$ cat src/shared/cor_defs.vh
// Purpose: constants for the coast and output control register bank
// Assumes: 8-bit register port, 40 MHz clock
// Notes:   offsets are the printed register indexes
`ifndef COR_DEFS_VH
`define COR_DEFS_VH
`define COR_ADDR_W        8
`define COR_OFS_VSYNC     8'h10
`define COR_OFS_CLAMP     8'h11
`define COR_OFS_PRECOAST  8'h12
`define COR_OFS_POSTCOAST 8'h13
`define COR_OFS_OUTCTL    8'h14
`define COR_OFS_STATUS    8'h15
`define COR_RST_VSYNC     8'h00
`define COR_RST_CLAMP     8'h0a
`define COR_RST_PRECOAST  8'h00
`define COR_RST_POSTCOAST 8'h00
`define COR_RST_OUTCTL    8'he2
`define COR_BIT_VS_SEL    0
`define COR_BIT_VS_OVR    1
`define COR_BIT_CST_POL   1
`define COR_BIT_CST_OVR   2
`define COR_BIT_CST_EN    3
`define COR_BIT_BLU_CLAMP 4
`define COR_BIT_FMT422    0
`define COR_BIT_SLEEP_N   1
`define COR_BIT_HDCP_ADR  2
`define COR_BIT_FLOAT     3
`define COR_BIT_CLK_INV   4
`define COR_BIT_BW        5
`define COR_BIT_DRV_HI    7
`define COR_BIT_DRV_LO    6
`define COR_BIT_HS_ACT    7
`define COR_DRV_LOW       2'b00
`define COR_DRV_MED       2'b01
`define COR_DRV_HIGH      2'b11
`define COR_RDATA_IDLE    8'h00
`define COR_TIMEOUT_NS    200000
`define COR_CLK_NS        25
`endif

$ cat src/verilog/cor_regs.v
// Purpose: coast, clamp, output and power control registers with line sync activity detect
// Assumes: single 40 MHz clock, registers on a plain strobe port
// Notes:   drives static controls toward the converter datapath
//
// The address-and-strobe port is this design's own decision.
`timescale 1ns/1ps
`default_nettype none
`include "cor_defs.vh"

// Notes on behaviour
// - blue clamp bit 4: 0 ground, 1 midscale; resets 0
// - coast enable bit 3: 0 off, 1 internal coast; resets 1
// - enabled coast source follows vertical sync override/select choice
// - polarity override bit 2: 0 automatic, 1 from user bit; resets 0
// - override acts only with coast disabled, never on internal coast
// - polarity bit 1: 0 active low, 1 active high; resets 1
// - precoast byte: sync edges filtered before vertical sync; resets 0
// - postcoast byte: edges filtered after vertical sync, line steps; resets 0
// - drive field 7-6: 1x high, 01 medium, 00 low; resets 11
// - bandwidth bit 5: 0 selects 10 MHz, 1 selects 300 MHz
// - clock invert bit 4 digital mode only; resets 0
// - float bit 3 tri-states data and sync/enable outputs; resets 0
// - bit 2 drives content-protection slave address bit; resets 0
// - sleep bit 1 active low: 0 power-down, 1 normal; resets 1
// - format bit 0: 0 4:4:4, 1 4:2:2 with 16 lines
// - 4:2:2: green luma, red alternating chroma, blue floated
// - status bit 7 reads 1 while line sync pin toggles
// - vertical override set: select 0 pin, 1 sync separator
module cor_regs #(
  parameter TIMEOUT_CYC = (`COR_TIMEOUT_NS + `COR_CLK_NS - 1) / `COR_CLK_NS,
  parameter CNT_W       = 16
) (
  // clock and reset
  input  wire                   i_clock,
  input  wire                   i_rst,
  // register port
  input  wire [`COR_ADDR_W-1:0] i_addr,
  input  wire [7:0]             i_wdata,
  input  wire                   i_wr,
  input  wire                   i_rd,
  output reg  [7:0]             o_rdata,
  // pins and datapath status
  input  wire                   i_line_sync_pin,
  input  wire                   i_digital_mode,
  input  wire                   i_auto_vsync_sep,
  input  wire                   i_auto_coast_pol,
  // controls toward datapath
  output wire                   o_blue_clamp_mid,
  output wire                   o_coast_en,
  output wire                   o_coast_from_sep,
  output wire                   o_coast_active_high,
  output wire [7:0]             o_precoast,
  output wire [7:0]             o_postcoast,
  output wire [1:0]             o_drive,
  output wire                   o_bw_wide,
  output wire                   o_clk_invert,
  output wire                   o_output_float_ctl,
  output wire                   o_hdcp_addr_bit,
  output wire                   o_chip_sleep_n,
  output wire                   o_fmt_422,
  output wire                   o_red_oe,
  output wire                   o_green_oe,
  output wire                   o_blue_oe,
  output wire                   o_sync_de_oe
);

  // register state and next values
  reg  [7:0]       vsync_r;
  reg  [7:0]       vsync_nxt;
  reg  [7:0]       clamp_r;
  reg  [7:0]       clamp_nxt;
  reg  [7:0]       pre_r;
  reg  [7:0]       pre_nxt;
  reg  [7:0]       post_r;
  reg  [7:0]       post_nxt;
  reg  [7:0]       outctl_r;
  reg  [7:0]       outctl_nxt;
  reg  [7:0]       rdata_nxt;
  // line sync detector state
  reg  [2:0]       hs_sync_r;
  reg  [2:0]       hs_vld_r;
  reg              hs_lvl_r;
  reg              hs_lvl_nxt;
  reg              hs_primed_r;
  reg              hs_primed_nxt;
  reg              hs_act_r;
  reg              hs_act_nxt;
  reg  [CNT_W-1:0] idle_r;
  reg  [CNT_W-1:0] idle_nxt;
  // decodes
  wire             wr_vsync;
  wire             wr_clamp;
  wire             wr_pre;
  wire             wr_post;
  wire             wr_outctl;
  wire             hs_agree;
  wire             hs_edge;
  wire             hs_stable;
  wire             cst_dis;

  // address match on the register port
  function sel_hit;
    input [`COR_ADDR_W-1:0] a;
    input [`COR_ADDR_W-1:0] ofs;
    begin
      sel_hit = (a == ofs);
    end
  endfunction

  // write strobe qualified by address
  function wr_hit;
    input                   wr;
    input [`COR_ADDR_W-1:0] a;
    input [`COR_ADDR_W-1:0] ofs;
    begin
      wr_hit = wr & sel_hit(a, ofs);
    end
  endfunction

  // drive field to strength code, upper bit dominates
  function [1:0] drive_code;
    input [1:0] field;
    begin
      if (field[1])
        drive_code = `COR_DRV_HIGH;
      else if (field[0])
        drive_code = `COR_DRV_MED;
      else
        drive_code = `COR_DRV_LOW;
    end
  endfunction

  // status byte, only the activity flag is implemented
  function [7:0] status_byte;
    input flag;
    begin
      status_byte                  = `COR_RDATA_IDLE;
      status_byte[`COR_BIT_HS_ACT] = flag;
    end
  endfunction

  // write decodes
  assign wr_vsync  = wr_hit(i_wr, i_addr, `COR_OFS_VSYNC);
  assign wr_clamp  = wr_hit(i_wr, i_addr, `COR_OFS_CLAMP);
  assign wr_pre    = wr_hit(i_wr, i_addr, `COR_OFS_PRECOAST);
  assign wr_post   = wr_hit(i_wr, i_addr, `COR_OFS_POSTCOAST);
  assign wr_outctl = wr_hit(i_wr, i_addr, `COR_OFS_OUTCTL);

  // vertical sync source choice, bits 1 and 0 used
  always @* begin
    vsync_nxt = vsync_r;
    if (wr_vsync)
      vsync_nxt = i_wdata;
  end

  always @(posedge i_clock or posedge i_rst) begin
    if (i_rst)
      vsync_r <= `COR_RST_VSYNC;
    else
      vsync_r <= vsync_nxt;
  end

  // clamp and coast control
  always @* begin
    clamp_nxt = clamp_r;
    if (wr_clamp)
      clamp_nxt = i_wdata;
  end

  always @(posedge i_clock or posedge i_rst) begin
    if (i_rst)
      clamp_r <= `COR_RST_CLAMP;
    else
      clamp_r <= clamp_nxt;
  end

  // edges filtered ahead of vertical sync
  always @* begin
    pre_nxt = pre_r;
    if (wr_pre)
      pre_nxt = i_wdata;
  end

  always @(posedge i_clock or posedge i_rst) begin
    if (i_rst)
      pre_r <= `COR_RST_PRECOAST;
    else
      pre_r <= pre_nxt;
  end

  // edges filtered after vertical sync
  always @* begin
    post_nxt = post_r;
    if (wr_post)
      post_nxt = i_wdata;
  end

  always @(posedge i_clock or posedge i_rst) begin
    if (i_rst)
      post_r <= `COR_RST_POSTCOAST;
    else
      post_r <= post_nxt;
  end

  // output and power control
  always @* begin
    outctl_nxt = outctl_r;
    if (wr_outctl)
      outctl_nxt = i_wdata;
  end

  always @(posedge i_clock or posedge i_rst) begin
    if (i_rst)
      outctl_r <= `COR_RST_OUTCTL;
    else
      outctl_r <= outctl_nxt;
  end

  // read mux, status register is read only
  always @* begin
    rdata_nxt = `COR_RDATA_IDLE;
    if (i_rd) begin
      case (i_addr)
        `COR_OFS_VSYNC:     rdata_nxt = vsync_r;
        `COR_OFS_CLAMP:     rdata_nxt = clamp_r;
        `COR_OFS_PRECOAST:  rdata_nxt = pre_r;
        `COR_OFS_POSTCOAST: rdata_nxt = post_r;
        `COR_OFS_OUTCTL:    rdata_nxt = outctl_r;
        `COR_OFS_STATUS:    rdata_nxt = status_byte(hs_act_r);
        default:            rdata_nxt = `COR_RDATA_IDLE;
      endcase
    end
  end

  // data stands one cycle after the strobe, zero otherwise
  always @(posedge i_clock or posedge i_rst) begin
    if (i_rst)
      o_rdata <= `COR_RDATA_IDLE;
    else
      o_rdata <= rdata_nxt;
  end

  // line sync pin: three stages, a level counts once stages two and three agree
  always @(posedge i_clock or posedge i_rst) begin
    if (i_rst) begin
      hs_sync_r <= 3'b000;
      hs_vld_r  <= 3'b000;
    end else begin
      hs_sync_r <= {hs_sync_r[1:0], i_line_sync_pin};
      hs_vld_r  <= {hs_vld_r[1:0], 1'b1};
    end
  end

  assign hs_agree = (hs_sync_r[1] == hs_sync_r[2]);
  // first settled level after reset only primes, so an idle-high pin gives no false edge
  assign hs_edge  = hs_agree & hs_primed_r & (hs_sync_r[2] != hs_lvl_r);

  always @* begin
    hs_lvl_nxt    = hs_lvl_r;
    hs_primed_nxt = hs_primed_r;
    if (hs_agree && (hs_primed_r || hs_vld_r[2])) begin
      hs_lvl_nxt    = hs_sync_r[2];
      hs_primed_nxt = 1'b1;
    end
  end

  always @(posedge i_clock or posedge i_rst) begin
    if (i_rst) begin
      hs_lvl_r    <= 1'b0;
      hs_primed_r <= 1'b0;
    end else begin
      hs_lvl_r    <= hs_lvl_nxt;
      hs_primed_r <= hs_primed_nxt;
    end
  end

  // activity flag with idle timeout
  assign hs_stable = (idle_r == TIMEOUT_CYC[CNT_W-1:0]);

  always @* begin
    idle_nxt   = idle_r;
    hs_act_nxt = hs_act_r;
    if (hs_edge) begin
      idle_nxt   = {CNT_W{1'b0}};
      hs_act_nxt = 1'b1;
    end else if (hs_stable) begin
      hs_act_nxt = 1'b0;
    end else begin
      idle_nxt   = idle_r + {{(CNT_W-1){1'b0}}, 1'b1};
    end
  end

  always @(posedge i_clock or posedge i_rst) begin
    if (i_rst) begin
      idle_r   <= {CNT_W{1'b0}};
      hs_act_r <= 1'b0;
    end else begin
      idle_r   <= idle_nxt;
      hs_act_r <= hs_act_nxt;
    end
  end

  // coast control
  assign cst_dis          = ~clamp_r[`COR_BIT_CST_EN];
  assign o_blue_clamp_mid = clamp_r[`COR_BIT_BLU_CLAMP];
  assign o_coast_en       = clamp_r[`COR_BIT_CST_EN];
  // source follows vertical sync choice
  assign o_coast_from_sep = vsync_r[`COR_BIT_VS_OVR] ?
                            vsync_r[`COR_BIT_VS_SEL] :
                            i_auto_vsync_sep;
  // user polarity only with coast off and override set
  assign o_coast_active_high = (cst_dis && clamp_r[`COR_BIT_CST_OVR]) ?
                               clamp_r[`COR_BIT_CST_POL] :
                               i_auto_coast_pol;
  assign o_precoast       = pre_r;
  assign o_postcoast      = post_r;

  // output control
  assign o_drive = drive_code(outctl_r[`COR_BIT_DRV_HI:`COR_BIT_DRV_LO]);
  assign o_bw_wide          = outctl_r[`COR_BIT_BW];
  assign o_clk_invert       = outctl_r[`COR_BIT_CLK_INV] & i_digital_mode;
  assign o_output_float_ctl = outctl_r[`COR_BIT_FLOAT];
  assign o_hdcp_addr_bit    = outctl_r[`COR_BIT_HDCP_ADR];
  assign o_chip_sleep_n     = outctl_r[`COR_BIT_SLEEP_N];
  assign o_fmt_422          = outctl_r[`COR_BIT_FMT422];
  assign o_red_oe           = ~o_output_float_ctl;
  assign o_green_oe         = ~o_output_float_ctl;
  assign o_blue_oe          = ~o_output_float_ctl & ~o_fmt_422;
  assign o_sync_de_oe       = ~o_output_float_ctl;

endmodule // cor_regs
`default_nettype wire

$ cat config.mk
export PLATFORM = sky130hd
export DESIGN_NAME = cor_regs
export DESIGN_NICKNAME = d
export VERILOG_FILES = /design/src/verilog/cor_regs.v
export VERILOG_INCLUDE_DIRS = /design/src /design/src/shared
export SDC_FILE = /design/constraint.sdc
export NUM_CORES = 1
export LEC_CHECK = 0
export ABC_AREA = 1
export BUFFER_PORTS_ARGS = -buffer_cell sky130_fd_sc_hd__buf_2
export CORE_AREA = 2 2 89 91
export DETAILED_ROUTE_END_ITERATION = 8
export DIE_AREA = 0 0 91 93
export GPL_TIMING_DRIVEN = 0
export HOLD_SLACK_MARGIN = 0.12
export PLACE_DENSITY = 0.72
export RECOVER_POWER = 100
export SYNTH_ARGS = -nofsm -noshare
export SYNTH_HDL_FRONTEND = slang
export SYNTH_SLANG_ARGS = --single-unit
$ cat constraint.sdc
create_clock -name i_clock -period 1.95 [get_ports i_clock]
set_input_delay 0.0975 -clock i_clock [delete_from_list [all_inputs] [get_ports i_clock]]
set_output_delay 0.0975 -clock i_clock [all_outputs]
set_load 0.02 [all_outputs]
==> impl_metrics.py <==
metrics = {
    "floorplan": {
        "initial_utilization_pct": 48.4,
        "die_w_um": 91,
        "die_h_um": 93,
        "core_area_um2": 7530,
        "die-area_um2": 8460,
        "rows": 32,
        "io_pins": 64,
    },
    "cells_and_area": {
        "area_growth_pct": 17.7,
        "instances_no_fill": 617,
        "diodes": 0,
        "drive_above_1_share_pct": 12.6,
        "fillers": 749,
        "finalInstanceArea_um2": 4280,
        "fin_nets": 536,
    },
    "status": {
        "status": "finished, final reports clean",
    },
    "place": {
        "gp_congestion": 0.885,
        "dp_hpwl_um": 6190,
        "port_buffers": 63,
        "place_area_um2": 4090,
        "dp.cells": 590,
    },
    "run": {
        "cap_viol_max_count": 0,
    },
    "logic_synthesis": {
        "synthArstFlopShare_pct": 100,
        "synth-edff-count": 0,
        "syn_nets": 451,
        "yosysUniqueCellTypes": 30,
        "avgSynthCellArea_um2": 8.57,
        "yosysWarnings": 0,
        "synthTopCellsByArea": "dfrtp_1 (46%), nand2_1 (8.7%), nand3_1 (7.7%), inv_1 (5.8%), dfstp_2 (4.3%)",
        "synth_seq_cells": 73,
        "synth_top_cell_area_share_pct": 46.0,
        "ys_seq_area_share_pct": 50.4,
        "yosysMostFrequentCell": "nand2_1",
        "synthCells": 425,
        "synth_top_cells_by_count": "nand2_1 (84), dfrtp_1 (67), inv_1 (56), nand3_1 (56), nor2_1 (40)",
        "synth_ff_type": "dfrtp_1",
        "syn_area_um2": 3640,
        "yosys.area.top_type": "dfrtp_1",
    },
    "power": {
        "switchingPower_mw": 0.933,
        "p_total_mw": 3.50,
        "swShare_pct": 26.7,
        "power.clock.fraction_pct": 38.7,
        "powerDensity_nw_per_um2": 816,
        "vdd_drop_max_uv": 321,
        "p_leak_nw": 2.11,
        "seq_power_share_pct": 48.4,
        "combPwrFrac_pct": 12.9,
        "p_int_mw": 2.56,
    },
    "setup_path": {
        "cp.required_ns": 2.16,
        "cp-end-kind": "register",
        "startpoint_type": "primary input",
        "crit_fanout": 10,
        "path_delay_family": "simple AND/OR/NAND/NOR gates",
        "crit_buf_inv": 3,
        "crit_chain": "buf_2 -> inv_1 -> nand2_1 -> nor2_1 -> nand3_1 -> clkbuf_1 -> nand2_1 -> o21ai_0",
        "critPathArrivalTime_ns": 1.90,
        "cpPeakStageDelay_ns": 0.58,
        "cp_common_cell": "nand2_1",
        "worst-setup-path-type": "primary input to register",
        "cpMaxStageDelayCell": "nor2_1",
    },
    "timing": {
        "max_slew_margin_pct": 40.1,
        "drv_slew": 0,
        "hold_viol_final": 0,
        "setup_violations": 0,
        "max_freq_ghz": 0.591,
        "rsz0062_at_grt": "no",
        "period_needed_ns": 1.69,
        "finalClockSkew_ns": 0.00528,
        "finalCritPeriodShare_pct": 86.7,
        "tightestPinTransition_ns": 0.899,
        "timing.hold.ws_ns": 0.295,
    },
    "route": {
        "drc": 0,
        "drt-initial-drc-count": 127,
        "drt_wl_total_um": 8710,
        "viasPerCell": 4.98,
        "routedWlPerCell_um": 14.1,
        "ant_nets": 0,
        "firstDrtPassIters": 4,
        "vias": 3075,
    },
    "clock_tree": {
        "cts_setup_buffers": 0,
        "cts-buffers-inserted": 9,
        "htree_levels": 3,
        "cts_buffer_depth": 2,
        "path_clk_slew_ns": 0.08,
        "numClockSinks": 73,
        "clk_latency_ns": 0.34,
        "cts_root_buf": "clkbuf_8",
        "cts_tree": "built",
    },
    "global_routing": {
        "grt_pass1_vias": 3027,
        "grt_pass1_wl_um": 14500,
        "grt-busiest-layer": "met2",
        "grt_overflow": 0,
        "antenna_found_initial": 0,
        "gr-usage-met2_pct": 39.1,
        "grtUsageMet1_pct": 27.0,
        "grtUsageMet3_pct": 3.55,
        "grt_max_degree": 74,
        "grt_usage_pct": 22.0,
    },
    "min_path": {
        "worstHoldPathType": "primary input to register",
    },
}
==> state kept, by name, indices dropped and copies added, names as in the netlist <==
signal and flops:
o_rdata 8, hs_act_r 1, o_precoast 8, clamp_r 8, hs_vld_r 3, hs_sync_r 3
idle_r 16, vsync_r 8, hs_lvl_r 1, outctl_r 8, o_postcoast 8, hs_primed_r 1
==> area by class of cell <==
type	count	area, um2	area share, %
clock inverters	5	77.6	1.81
flip-flops and latches	73	1830	42.8
well taps	102	128	2.98
inverters	59	224	5.23
clock buffers	11	151	3.53
multi-input cells	280	1380	32.2
repair buffers	74	374	8.73
plain buffers	13	115	2.69
==> cells by family (layout without fill, tap and decap cells) <==
logic type               Yosys count  count (layout)  synth area share [%]
AND/OR/NAND/NOR                  208             208                  27.8
other                              1               1                 0.103
adder cells (fa/ha/maj)            2               2                 0.687
buffers and inverters             72             162                  9.48
flip-flops                        73              73                  50.4
AO/OA/AOI/OAI                     69              69                  11.5
==> routing by layer <==
layer | wire length (um) | part of all wire [%] | vias to the layer above
met1 | 3750 | 43 | 1460
met3 | 373 | 4.3 | 9
met5 | 0 | 0 | -
li1 | - | - | 1529
met2 | 4500 | 52 | 77
met4 | 97 | 1.1 | 0
==> power by group through the flow <==
stage,combinational (mW),sequential [mW],clock (mW)
after floorplan,0.277,1.75,0
after CTS,0.489,1.69,1.38
after detailed placement,0.470,1.72,0
after global placement,0.452,1.72,0
final,0.452,1.69,1.35
after global routing,0.514,1.71,1.43
==> stage by stage <==
stage,TNS [ns],util (%),worst slack (ns)
2_1_floorplan,0,-,0.00916
5_1_grt,0,56.9,0.178
3_3_place_gp,-59.78,54.3,-0.878
3_5_place_dp,0,54.3,0.450
4_1_cts,0,58.8,0.444
6_report,0,56.9,0.259
==> placed cells by master (no fill, tap or decap), types with 3 or more instances in the layout <==
cell type       n
dlygate4sd3_1  11
dfstp_2         4
buf_6           4
nand4_1         5
buf_4           5
o21a_1         21
clkbuf_8       11
a21oi_1        10
clkbuf_1       43
o21ai_0        31
buf_2          22
o21ai_1         4
nand2_1        86
nor3_1          4
nand3_1        57
nor2_8          3
nand2_4         3
dfrtp_1        67
nor2_1         47
inv_1          56
==> path summary, 6_finish.rpt <==
| check | startpoint | endpoint | slack (ns) | cells past startpoint |
|---|---|---|---|---|
| max in group asynchronous | i_rst | o_postcoast[3]$_DFFE_PP0P_ | 0.87 | 3 |
| min | i_addr[2] | o_rdata[7]$_DFF_PP0_ | 0.30 | 7 |
| min reg2reg | hs_vld_r[0]$_DFF_PP0_ | hs_vld_r[1]$_DFF_PP0_ | 0.35 | 0 |
| max | i_addr[3] | clamp_r[7]$_DFFE_PP0P_ | 0.26 | 8 |
| max reg2reg | hs_sync_r[1]$_DFF_PP0_ | idle_r[15]$_DFFE_PP0P_ | 0.33 | 5 |
| min in group asynchronous | i_rst | hs_sync_r[0]$_DFF_PP0_ | 0.49 | 3 |
==> timing repair <==
| item | CTS | global route |
|---|---|---|
| endpoints found under the hold margin | 94 | 0 |
| hold buffers | 11 | 0 |
| resized for setup | 0 | 0 |
==> worst register-to-register path: stages (launching register included) <==
cell and delay (ns):
dfrtp_1 0.36, nor2_1 0.06, o211ai_1 0.60, clkbuf_2 0.34, nand2_1 0.08, nor2_1 0.10
(Power assumes the default switching activity.)
